[src/tpm_pkg.sv]
// tpm_pkg: constants for the four-link T1/J1 performance monitor
// assumes: register indices map to APB byte addresses as four times the index
package tpm_pkg;

	// ---------------------------------------------------------------
	// link and counter geometry
	// ---------------------------------------------------------------
	localparam int NUM_LINKS   = 4;
	localparam int NUM_CNT     = 7;
	localparam int CNT_W       = 16;
	localparam int SNAP_BYTES  = 12;
	localparam int IND_IDX_W   = 4;

	// counter slots, also the overflow flag bit of each
	localparam int C_CRC   = 0;
	localparam int C_DDS   = 1;
	localparam int C_PAT   = 2;
	localparam int C_SYNC  = 3;
	localparam int C_ALIGN = 4;
	localparam int C_FRM   = 5;
	localparam int C_LCV   = 6;

	// saturation value of each counter, by slot
	localparam logic [15:0] CNT_MAX [NUM_CNT] = '{16'h03FF, 16'h03FF, 16'hFFFF, 16'h001F,
		16'h0007, 16'h0FFF, 16'hFFFF};

	// indirect holding register indices
	localparam logic [3:0] IND_CRC_LO   = 4'h0;
	localparam logic [3:0] IND_CRC_HI   = 4'h1;
	localparam logic [3:0] IND_FRM_LO   = 4'h2;
	localparam logic [3:0] IND_FRM_HI   = 4'h3;
	localparam logic [3:0] IND_ALIGN    = 4'h4;
	localparam logic [3:0] IND_SYNC     = 4'h5;
	localparam logic [3:0] IND_PAT_LO   = 4'h6;
	localparam logic [3:0] IND_PAT_HI   = 4'h7;
	localparam logic [3:0] IND_LCV_LO   = 4'h8;
	localparam logic [3:0] IND_LCV_HI   = 4'h9;
	localparam logic [3:0] IND_DDS_LO   = 4'hA;
	localparam logic [3:0] IND_DDS_HI   = 4'hB;

	// ---------------------------------------------------------------
	// direct register indices (byte address is four times these)
	// ---------------------------------------------------------------
	localparam logic [9:0] REG_ACCESS_PORT = 10'h00E;
	localparam logic [9:0] REG_ACCESS_DATA = 10'h00F;
	localparam logic [7:0] REG_UPD_CTRL    = 8'hC2;
	localparam logic [7:0] REG_OVF_EN0     = 8'hC3;
	localparam logic [7:0] REG_OVF_EN1     = 8'hC4;
	localparam logic [7:0] REG_OVF_FLG0    = 8'hC5;
	localparam logic [7:0] REG_OVF_FLG1    = 8'hC6;
	localparam int          ADDR_W          = 12;

	// field positions
	localparam int PORT_IDX_LSB   = 0;
	localparam int PORT_LINK_LSB  = 4;
	localparam logic [7:0] PORT_MASK = 8'h3F;
	localparam int CTRL_AUTO      = 0;
	localparam int CTRL_MANUAL    = 1;
	localparam int CTRL_FMT_LSB   = 2;
	localparam int CTRL_B8ZS      = 4;
	localparam logic [7:0] CTRL_MASK = 8'h1F;
	localparam logic [7:0] FLG0_MASK = 8'h3F;
	localparam logic [7:0] FLG1_MASK = 8'h01;

	// framing formats as held in the control register
	typedef enum logic [1:0] {
		FMT_SF,
		FMT_ESF,
		FMT_DIGITAL_DATA,
		FMT_SLC96
	} tpm_fmt_t;

	// ---------------------------------------------------------------
	// timing
	// ---------------------------------------------------------------
	localparam longint SECOND_NS    = 64'd1000000000;
	localparam longint CLK_PERIOD_NS = 64'd40;
	localparam int     SECOND_CYC   = int'(SECOND_NS / CLK_PERIOD_NS);

endpackage

[src/tpm_hold_mem.sv]
// tpm_hold_mem: indirect holding registers, one snapshot of twelve bytes per link
// assumes: one clock, synchronous active-low reset, write enables per link
`timescale 1ns/1ps
`default_nettype none
module tpm_hold_mem
	import tpm_pkg::*;
#(
	parameter int LINKS = NUM_LINKS
) (
	input  wire logic                        clk_i,
	input  wire logic                        reset_n_i,
	input  wire logic                        ce_i,
	input  wire logic [LINKS-1:0]            wr_en_i,
	input  wire logic [SNAP_BYTES*8-1:0]     wr_data_i [LINKS],
	input  wire logic [1:0]                  rd_link_i,
	input  wire logic [IND_IDX_W-1:0]        rd_idx_i,
	output logic      [7:0]                  rd_data_o
);

	logic [SNAP_BYTES*8-1:0] store_ff [LINKS];
	logic [7:0]              rd_data_ff;

	// ---------------------------------------------------------------
	// snapshot store
	// ---------------------------------------------------------------
	// whole link written in one cycle so an update never tears a counter pair
	always_ff @(posedge clk_i) begin
		if (!reset_n_i) begin
			for (int l = 0; l < LINKS; l++) begin
				store_ff[l] <= '0;
			end
		end else if (ce_i) begin
			for (int l = 0; l < LINKS; l++) begin
				if (wr_en_i[l]) begin
					store_ff[l] <= wr_data_i[l];
				end
			end
		end
	end

	// registered byte read, unused indices read as zero
	always_ff @(posedge clk_i) begin
		if (!reset_n_i) begin
			rd_data_ff <= 8'h00;
		end else if (ce_i) begin
			if (int'(rd_idx_i) < SNAP_BYTES) begin
				rd_data_ff <= store_ff[rd_link_i][rd_idx_i*8 +: 8];
			end else begin
				rd_data_ff <= 8'h00;
			end
		end
	end

	assign rd_data_o = rd_data_ff;

endmodule // tpm_hold_mem
`default_nettype wire

[src/tpm_monitor.sv]
// tpm_monitor: four-link T1/J1 performance monitor with APB register access
// assumes: event inputs are one-cycle pulses from framer logic on clk_i
`timescale 1ns/1ps
`default_nettype none
module tpm_monitor
	import tpm_pkg::*;
#(
	parameter int SECOND_CYCLES = SECOND_CYC
) (
	input  wire logic                  clk_i,
	input  wire logic                  reset_n_i,
	input  wire logic                  ce_i,
	// apb slave
	input  wire logic                  psel_i,
	input  wire logic                  penable_i,
	input  wire logic                  pwrite_i,
	input  wire logic [ADDR_W-1:0]     paddr_i,
	input  wire logic [31:0]           pwdata_i,
	output logic      [31:0]           prdata_o,
	output logic                       pready_o,
	output logic                       pslverr_o,
	// per-link event pulses
	input  wire logic [NUM_LINKS-1:0]  bipolar_viol_i,
	input  wire logic [NUM_LINKS-1:0]  b8zs_code_viol_i,
	input  wire logic [NUM_LINKS-1:0]  framing_bit_err_i,
	input  wire logic [NUM_LINKS-1:0]  crc6_err_i,
	input  wire logic [NUM_LINKS-1:0]  dds_pattern_err_i,
	input  wire logic [NUM_LINKS-1:0]  align_change_i,
	input  wire logic [NUM_LINKS-1:0]  sync_loss_i,
	input  wire logic [NUM_LINKS-1:0]  pattern_err_i,
	// overflow interrupt request
	output logic                       overflow_irq_o
);

	// ---------------------------------------------------------------
	// state
	// ---------------------------------------------------------------
	logic [7:0]             access_port_ff;
	logic [7:0]             ctrl_ff      [NUM_LINKS];
	logic [7:0]             ovf_en0_ff   [NUM_LINKS];
	logic [7:0]             ovf_en1_ff   [NUM_LINKS];
	logic [NUM_CNT-1:0]     ovf_flag_ff  [NUM_LINKS];
	logic [CNT_W-1:0]       cnt_ff       [NUM_LINKS][NUM_CNT];
	logic [31:0]            sec_cnt_ff;
	logic                   sec_tick_ff;
	logic [31:0]            prdata_ff;
	logic                   pready_ff;
	logic                   pslverr_ff;
	logic                   irq_ff;

	logic                   wr_acc;
	logic [9:0]             reg_idx;
	logic [1:0]             reg_page;
	logic [7:0]             reg_off;
	logic [NUM_LINKS-1:0]   update;
	logic [NUM_CNT-1:0]     event_vec    [NUM_LINKS];
	logic [NUM_CNT-1:0]     ovf_set      [NUM_LINKS];
	logic [CNT_W-1:0]       nxt_cnt      [NUM_LINKS][NUM_CNT];
	logic [SNAP_BYTES*8-1:0] snap        [NUM_LINKS];
	logic [7:0]             ind_byte;
	logic [NUM_CNT-1:0]     en_vec       [NUM_LINKS];
	logic [NUM_CNT-1:0]     ovf_clr      [NUM_LINKS];

	// ---------------------------------------------------------------
	// helpers
	// ---------------------------------------------------------------
	// one counter step: on transfer restart from the current event, else count and saturate
	function automatic logic [CNT_W:0] cnt_step(input logic [CNT_W-1:0] cur,
		input logic ev, input logic upd, input logic [CNT_W-1:0] maxv);
		logic [CNT_W:0] res;
		res = {1'b0, cur};
		if (upd) begin
			res = {1'b0, {(CNT_W-1){1'b0}}, ev};
		end else if (ev) begin
			if (cur == maxv) begin
				res = {1'b1, cur};
			end else begin
				res = {1'b0, cur + 16'h0001};
			end
		end
		return res;
	endfunction

	// read byte register data onto the 32-bit bus, upper bits zero
	function automatic logic [31:0] byte_word(input logic [7:0] b);
		return {24'h000000, b};
	endfunction

	// ---------------------------------------------------------------
	// address decode
	// ---------------------------------------------------------------
	assign reg_idx  = paddr_i[ADDR_W-1:2];
	assign reg_page = reg_idx[9:8];   // link page for per-link registers
	assign reg_off  = reg_idx[7:0];
	assign wr_acc   = psel_i & penable_i & pready_ff & pwrite_i & ~pslverr_ff;

	// ---------------------------------------------------------------
	// one-second tick, shared by all links
	// ---------------------------------------------------------------
	always_ff @(posedge clk_i) begin
		if (!reset_n_i) begin
			sec_cnt_ff  <= 32'h00000000;
			sec_tick_ff <= 1'b0;
		end else if (ce_i) begin
			if (sec_cnt_ff == 32'(SECOND_CYCLES - 1)) begin
				sec_cnt_ff  <= 32'h00000000;
				sec_tick_ff <= 1'b1;
			end else begin
				sec_cnt_ff  <= sec_cnt_ff + 32'h00000001;
				sec_tick_ff <= 1'b0;
			end
		end
	end

	// ---------------------------------------------------------------
	// event selection and update triggers
	// ---------------------------------------------------------------
	// format gating lives here so the framer may report every event unconditionally
	always_comb begin
		for (int l = 0; l < NUM_LINKS; l++) begin
			event_vec[l]          = '0;
			event_vec[l][C_LCV]   = ctrl_ff[l][CTRL_B8ZS] ? b8zs_code_viol_i[l]
				: bipolar_viol_i[l];
			event_vec[l][C_FRM]   = framing_bit_err_i[l];
			event_vec[l][C_ALIGN] = align_change_i[l];
			event_vec[l][C_SYNC]  = sync_loss_i[l];
			event_vec[l][C_PAT]   = pattern_err_i[l];
			case (tpm_fmt_t'(ctrl_ff[l][CTRL_FMT_LSB +: 2]))
				FMT_ESF: begin
					event_vec[l][C_CRC] = crc6_err_i[l];
				end
				FMT_DIGITAL_DATA: begin
					event_vec[l][C_DDS] = dds_pattern_err_i[l];
				end
				FMT_SF, FMT_SLC96: begin
					event_vec[l][C_CRC] = 1'b0;
				end
				default: begin
					event_vec[l][C_CRC] = 1'b0;
				end
			endcase
			// manual trigger fires only on a 0-to-1 change of the stored bit
			update[l] = (sec_tick_ff & ctrl_ff[l][CTRL_AUTO])
				| (wr_acc && reg_page == l[1:0] && reg_off == REG_UPD_CTRL
				&& pwdata_i[CTRL_MANUAL] && !ctrl_ff[l][CTRL_MANUAL]);
		end
	end

	// next counter values and overflow events
	always_comb begin
		logic [CNT_W:0] step;
		step = '0;
		for (int l = 0; l < NUM_LINKS; l++) begin
			for (int c = 0; c < NUM_CNT; c++) begin
				step          = cnt_step(cnt_ff[l][c], event_vec[l][c], update[l], CNT_MAX[c]);
				nxt_cnt[l][c] = step[CNT_W-1:0];
				ovf_set[l][c] = step[CNT_W];
			end
		end
	end

	// snapshot layout of the holding registers
	always_comb begin
		for (int l = 0; l < NUM_LINKS; l++) begin
			snap[l] = '0;
			snap[l][IND_CRC_LO*8 +: 16]  = cnt_ff[l][C_CRC];
			snap[l][IND_FRM_LO*8 +: 16]  = cnt_ff[l][C_FRM];
			snap[l][IND_ALIGN*8 +: 8]    = cnt_ff[l][C_ALIGN][7:0];
			snap[l][IND_SYNC*8 +: 8]     = cnt_ff[l][C_SYNC][7:0];
			snap[l][IND_PAT_LO*8 +: 16]  = cnt_ff[l][C_PAT];
			snap[l][IND_LCV_LO*8 +: 16]  = cnt_ff[l][C_LCV];
			snap[l][IND_DDS_LO*8 +: 16]  = cnt_ff[l][C_DDS];
		end
	end

	// ---------------------------------------------------------------
	// counters
	// ---------------------------------------------------------------
	// counters saturate rather than wrap so a full interval never reads as small
	always_ff @(posedge clk_i) begin
		if (!reset_n_i) begin
			for (int l = 0; l < NUM_LINKS; l++) begin
				for (int c = 0; c < NUM_CNT; c++) begin
					cnt_ff[l][c] <= '0;
				end
			end
		end else if (ce_i) begin
			for (int l = 0; l < NUM_LINKS; l++) begin
				for (int c = 0; c < NUM_CNT; c++) begin
					cnt_ff[l][c] <= nxt_cnt[l][c];
				end
			end
		end
	end

	// holding registers, written with the pre-clear counter values
	tpm_hold_mem #(
		.LINKS (NUM_LINKS)
	) u_hold (
		.clk_i     (clk_i),
		.reset_n_i (reset_n_i),
		.ce_i      (ce_i),
		.wr_en_i   (update),
		.wr_data_i (snap),
		.rd_link_i (access_port_ff[PORT_LINK_LSB +: 2]),
		.rd_idx_i  (access_port_ff[PORT_IDX_LSB +: IND_IDX_W]),
		.rd_data_o (ind_byte)
	);

	// ---------------------------------------------------------------
	// software registers
	// ---------------------------------------------------------------
	// access port is global, one for all links
	always_ff @(posedge clk_i) begin
		if (!reset_n_i) begin
			access_port_ff <= 8'h00;
		end else if (ce_i) begin
			if (wr_acc && reg_idx == REG_ACCESS_PORT) begin
				access_port_ff <= pwdata_i[7:0] & PORT_MASK;
			end
		end
	end

	// per-link control and enable registers, one page per link
	always_ff @(posedge clk_i) begin
		if (!reset_n_i) begin
			for (int l = 0; l < NUM_LINKS; l++) begin
				ctrl_ff[l]    <= 8'h00;
				ovf_en0_ff[l] <= 8'h00;
				ovf_en1_ff[l] <= 8'h00;
			end
		end else if (ce_i) begin
			for (int l = 0; l < NUM_LINKS; l++) begin
				if (wr_acc && reg_page == l[1:0]) begin
					if (reg_off == REG_UPD_CTRL) begin
						ctrl_ff[l] <= pwdata_i[7:0] & CTRL_MASK;
					end
					if (reg_off == REG_OVF_EN0) begin
						ovf_en0_ff[l] <= pwdata_i[7:0] & FLG0_MASK;
					end
					if (reg_off == REG_OVF_EN1) begin
						ovf_en1_ff[l] <= pwdata_i[7:0] & FLG1_MASK;
					end
				end
			end
		end
	end

	// write-one-to-clear masks, one per link page
	always_comb begin
		for (int l = 0; l < NUM_LINKS; l++) begin
			ovf_clr[l] = '0;
			if (wr_acc && reg_page == l[1:0] && reg_off == REG_OVF_FLG0) begin
				ovf_clr[l][C_FRM:C_CRC] = pwdata_i[C_FRM:C_CRC];
			end
			if (wr_acc && reg_page == l[1:0] && reg_off == REG_OVF_FLG1) begin
				ovf_clr[l][C_LCV] = pwdata_i[0];
			end
		end
	end

	// sticky overflow flags; a new overflow wins over the clear
	always_ff @(posedge clk_i) begin
		if (!reset_n_i) begin
			for (int l = 0; l < NUM_LINKS; l++) begin
				ovf_flag_ff[l] <= '0;
			end
		end else if (ce_i) begin
			for (int l = 0; l < NUM_LINKS; l++) begin
				ovf_flag_ff[l] <= (ovf_flag_ff[l] & ~ovf_clr[l]) | ovf_set[l];
			end
		end
	end

	// interrupt request: any flag whose enable is set
	always_comb begin
		for (int l = 0; l < NUM_LINKS; l++) begin
			en_vec[l] = {ovf_en1_ff[l][0], ovf_en0_ff[l][C_FRM:C_CRC]};
		end
	end

	always_ff @(posedge clk_i) begin
		if (!reset_n_i) begin
			irq_ff <= 1'b0;
		end else if (ce_i) begin
			irq_ff <= |((ovf_flag_ff[0] & en_vec[0]) | (ovf_flag_ff[1] & en_vec[1])
				| (ovf_flag_ff[2] & en_vec[2]) | (ovf_flag_ff[3] & en_vec[3]));
		end
	end

	// ---------------------------------------------------------------
	// apb answer: ready in the first access cycle, data latched at setup
	// ---------------------------------------------------------------
	always_ff @(posedge clk_i) begin
		if (!reset_n_i) begin
			pready_ff  <= 1'b0;
			pslverr_ff <= 1'b0;
			prdata_ff  <= 32'h00000000;
		end else if (ce_i) begin
			pready_ff <= psel_i & ~penable_i;
			if (psel_i && !penable_i) begin
				pslverr_ff <= 1'b0;
				prdata_ff  <= 32'h00000000;
				if (reg_idx == REG_ACCESS_PORT) begin
					prdata_ff <= byte_word(access_port_ff);
				end else if (reg_idx == REG_ACCESS_DATA) begin
					prdata_ff <= byte_word(ind_byte);
				end else if (reg_off == REG_UPD_CTRL) begin
					prdata_ff <= byte_word(ctrl_ff[reg_page]);
				end else if (reg_off == REG_OVF_EN0) begin
					prdata_ff <= byte_word(ovf_en0_ff[reg_page]);
				end else if (reg_off == REG_OVF_EN1) begin
					prdata_ff <= byte_word(ovf_en1_ff[reg_page]);
				end else if (reg_off == REG_OVF_FLG0) begin
					prdata_ff <= byte_word({2'b00, ovf_flag_ff[reg_page][C_FRM:C_CRC]});
				end else if (reg_off == REG_OVF_FLG1) begin
					prdata_ff <= byte_word({7'h00, ovf_flag_ff[reg_page][C_LCV]});
				end else begin
					pslverr_ff <= 1'b1; // unmapped index
				end
			end
		end
	end

	assign prdata_o       = prdata_ff;
	assign pready_o       = pready_ff;
	assign pslverr_o      = pslverr_ff;
	assign overflow_irq_o = irq_ff;

endmodule // tpm_monitor
`default_nettype wire

[config.mk]
export PLATFORM = sky130hd
export DESIGN_NAME = tpm_monitor
export DESIGN_NICKNAME = d
export VERILOG_FILES = /design/src/tpm_pkg.sv /design/src/tpm_hold_mem.sv /design/src/tpm_monitor.sv
export SDC_FILE = /design/constraint.sdc
export NUM_CORES = 2
export LEC_CHECK = 0
export BUFFER_PORTS_ARGS = -buffer_cell sky130_fd_sc_hd__buf_2
export CAP_MARGIN = 20
export CORE_ASPECT_RATIO = 2
export CORE_UTILIZATION = 57
export DETAILED_ROUTE_END_ITERATION = 10
export GPL_TIMING_DRIVEN = 1
export HOLD_SLACK_MARGIN = 0.06
export PLACE_DENSITY = 0.78
export SYNTH_ARGS = -nofsm -noshare
export SYNTH_HDL_FRONTEND = slang
export SYNTH_SLANG_ARGS = --single-unit
[constraint.sdc]
create_clock -name clk_i -period 7.5 [get_ports clk_i]
set_input_delay 0.375 -clock clk_i [delete_from_list [all_inputs] [get_ports clk_i]]
set_output_delay 0.375 -clock clk_i [all_outputs]
set_load 0.1 [all_outputs]
==> out/qor.tcl <==
set qor(worstPathBufferInverterCount) 2
set qor(synth_xor_xnor_area_share) 0.0760
set qor(post_synth_instance_area_mm2) 0.0485
set qor(timing.max_slew.rel_slack) 0.253
set qor(cts_repair_resize_count) 0
set qor(ports_placed_on_the_boundary) 117
set qor(clk_path_buf_depth) 3
set qor(worst_ep_required_time_ns) 8.05
set qor(pins_over_their_slew_limit) 0
set qor(post_drt_antenna_nets) 0
set qor(initial_antenna_violation_count) 6
set qor(synth.yosys.seq_area_share) 0.586
set qor(grt_pass1_wl_um) 197000
set qor(power.internal_uw) 8860
set qor(cp_slowest_cell) {sky130_fd_sc_hd__a21oi_4}
set qor(ys_ff_latch) 968
set qor(port_buffers) 64
set qor(drt_first_iter_violations) 3397
set qor(routed_wire_length_per_instance_um) 25.1
set qor(max_cap_viol_count) 0
set qor(flow.area_growth_from_synthesis_pct) 8.80
set qor(cellPowerDensity_mw_per_mm2) 221
set qor(fin_setup_tns_ns) 0
set qor(synthTopCellsByArea) {sky130_fd_sc_hd__edfxtp_1, sky130_fd_sc_hd__mux4_2, sky130_fd_sc_hd__and2_1, sky130_fd_sc_hd__xor2_1, sky130_fd_sc_hd__nor2_1}
set qor(p_sw_uw) 2810
set qor(synth-compound-area-share) 0.0338
set qor(final_net_count) 4155
set qor(holdCritPathClass) {input pin to flip-flop}
set qor(design.die.area_mm2) 0.0863
set qor(hold_slack_ns) 0.111
set qor(timing.fmax_ghz) 0.282
set qor(final_critical_delay_including_setup_and_external_delays_ns) 3.55
set qor(ir_drop_mv) 0.157
set qor(vias_per_cell) 6.30
set qor(max_slew.worst_pin.slew_ns) 1.12
set qor(synth_commonest_cells) {sky130_fd_sc_hd__edfxtp_1, sky130_fd_sc_hd__nor2_1, sky130_fd_sc_hd__and2_1, sky130_fd_sc_hd__xor2_1, sky130_fd_sc_hd__nand2_1}
set qor(cell_with_the_most_instances_after_synthesis) {sky130_fd_sc_hd__edfxtp_1}
set qor(die-width_um) 208
set qor(critical_path.endpoint_type) {flip-flop}
set qor(synth-warning-count) 0
set qor(finalHoldViolations) 0
set qor(grt_overflow) 0
set qor(cp_top_family) {simple AND/OR/NAND/NOR gates}
set qor(post_cts_buffers) 0
set qor(die_h_um) 415
set qor(syn_inst) 4004
set qor(route.vias.total) 32700
set qor(cts_made_buffers) 86
set qor(grt_pass1_vias) 32800
set qor(place.detailed.hpwl_um) 91600
set qor(run_status) {finished, final reports clean}
set qor(crit_chain) {buf_2 > nor3b_4 > and3_1 > nand4_4 > a21oi_4 > buf_4 > and2_1}
set qor(grt_setup_unrepaired) {no}
set qor(cts_hold_buffers) 11
set qor(numClockSinks) 968
set qor(synth_cell_type_count) 72
set qor(share_clk_of_total_power) 0.385
set qor(synth_top_cell_by_area) {sky130_fd_sc_hd__edfxtp_1}
set qor(dominantRegCellSynth) {sky130_fd_sc_hd__edfxtp_1}
set qor(timing.critical_path.arrival_ns) 4.10
set qor(synthSimpleGateAreaFrac) 0.208
set qor(period_share) 0.473
set qor(drive_above_1_share) 0.102
set qor(cts_htree_levels) 3
set qor(adder_cell_share_of_the_synthesized_area) 0.00748
set qor(place.gp.congestion) 0.997
set qor(fin_worst_skew_ns) 0.0263
set qor(synthMuxAreaShare) 0.0608
set qor(clk_latency_ns) 0.70
set qor(firstDrtPassIters) 6
set qor(cts.reportedPaths.clkPinSlew_ns) 0.06
set qor(total_leakage_power_uw) 0.0179
set qor(std_cell_rows) 151
set qor(cp_slowest_stage_delay_ns) 1.01
set qor(pwr-share-seq) 0.553
set qor(synth_async_sr_flop_share) 0
set qor(largest_family_of_logic_cells_by_synthesized_area) {simple AND/OR/NAND/NOR gates}
set qor(tritoncts_clock_tree) {done}
set qor(post-route-drc-count) 0
set qor(power.combinational.fraction) 0.061
set qor(initial_utilization) 0.574
set qor(cp-start-kind) {input pin}
set qor(grt_start_max_net_pins) 93
set qor(kind_of_critical_path) {input pin to flip-flop}
set qor(avgSynthCellArea_um2) 12.1
set qor(global_route.usage.total) 0.306
set qor(fraction_of_power_spent_switching_nets) 0.241
set qor(cts_root_buf) {sky130_fd_sc_hd__clkbuf_16}
set qor(synth.top_cell.area_share) 0.560
set qor(core_area_mm2) 0.0845
set qor(finalSetupViolations) 0
set qor(biggest_fanout_along_the_worst_timing_path) 48
set qor(synth-edff-count) 905
set qor(detail_route.wirelength_um) 130000
worst min-delay path, stage by stage:
cell and delay, ns:
sky130_fd_sc_hd__buf_2 0.13, sky130_fd_sc_hd__nand2_1 0.09, sky130_fd_sc_hd__a21oi_1 0.05
cells by family (layout without fill, tap and decap cells):
family | Yosys count | after routing
compound gates | 238 | 238
other cells | 1 | 27
buf+inv | 269 | 357
xor+xnor | 421 | 421
fa+ha+maj | 29 | 29
simple gates | 1923 | 1923
mux | 155 | 155
flops | 968 | 968
power groups by stage:
stage	Combinational [uW]	Sequential (uW)	Clock (uW)
after floorplan	491	6480	0
after global placement	676	6560	0
after detailed placement	694	6570	0
after CTS	705	6450	4530
after global routing	767	6490	4690
final	717	6460	4500
worst paths after layout:
kind | slack, ns | from | cells after the start | end
max | 3.95 | paddr_i[2] | 7 | u_hold.store_ff[3][7]$_SDFFCE_PN0P_
min | 0.11 | align_change_i[2] | 3 | cnt_ff[2][32]$_SDFFCE_PN0P_
min reg2reg | 0.47 | prdata_o[7]$_SDFFE_PN0P_ | 2 | prdata_o[7]$_SDFFE_PN0P_
max reg2reg | 4.00 | pready_o$_SDFFE_PN0P_ | 7 | u_hold.store_ff[3][7]$_SDFFCE_PN0P_
stage by stage:
step / util / setup slack (ns) / instance area [um^2] / std cells / total power, uW
after floorplan: - / 0.0115 / 48600 / 4027 / 6970
after global placement: 0.589 / 3.44 / 49700 / 5009 / 7230
after detailed placement: 0.590 / 3.37 / 49800 / 5012 / 7260
after CTS: 0.624 / 4.08 / 52700 / 5182 / 11700
after global routing: 0.625 / 3.85 / 52800 / 5188 / 11900
final: 0.625 / 3.95 / 52800 / 5189 / 11700
area by class of cell:
| type | instances | area, um^2 |
|---|---|---|
| Sequential cell | 968 | 28400 |
| Clock inverter | 48 | 478 |
| Timing Repair Buffer | 130 | 912 |
| Fill cell | 6438 | 31700 |
| Tap cell | 1071 | 1340 |
| Multi-Input combinational cell | 2790 | 19000 |
| Clock buffer | 111 | 2310 |
| Inverter | 68 | 255 |
| Antenna cell | 3 | 7.51 |
registers in the layout (all words and copies together) (netlist names), named ones only:
register and cells:
u_hold.store_ff 384, ctrl_ff 20, pready_o 1, pslverr_o 1, access_port_ff 6, ovf_en1_ff 4
cnt_ff 448, sec_tick_ff 1, sec_cnt_ff 32, overflow_irq_o 1, ovf_en0_ff 24, u_hold.rd_data_o 8
ovf_flag_ff 28, prdata_o 8
metal layers:
layer / vias to the layer above / part of all wire / global-route usage
met5: - / 0.00019 / 0
li1: 14600 / - / -
met4: 4 / 0.080 / 0.214
met3: 406 / 0.071 / 0.0494
met1: 16100 / 0.34 / 0.341
met2: 1519 / 0.51 / 0.531
cells in the final DEF, fill, tap and decap left out, types with 60 or more instances in the layout:
cell type,count
sky130_fd_sc_hd__edfxtp_1,905
sky130_fd_sc_hd__nor2_1,538
sky130_fd_sc_hd__and2_1,398
sky130_fd_sc_hd__xor2_1,254
sky130_fd_sc_hd__nand2_1,236
sky130_fd_sc_hd__nand3_1,199
sky130_fd_sc_hd__xnor2_1,167
sky130_fd_sc_hd__mux4_2,111
sky130_fd_sc_hd__nand4_1,107
sky130_fd_sc_hd__nor3_1,96
sky130_fd_sc_hd__and3_1,94
sky130_fd_sc_hd__clkbuf_16,87
sky130_fd_sc_hd__inv_1,64
sky130_fd_sc_hd__buf_2,63
sky130_fd_sc_hd__dfxtp_1,60
Power figures use the tool's default switching activity.
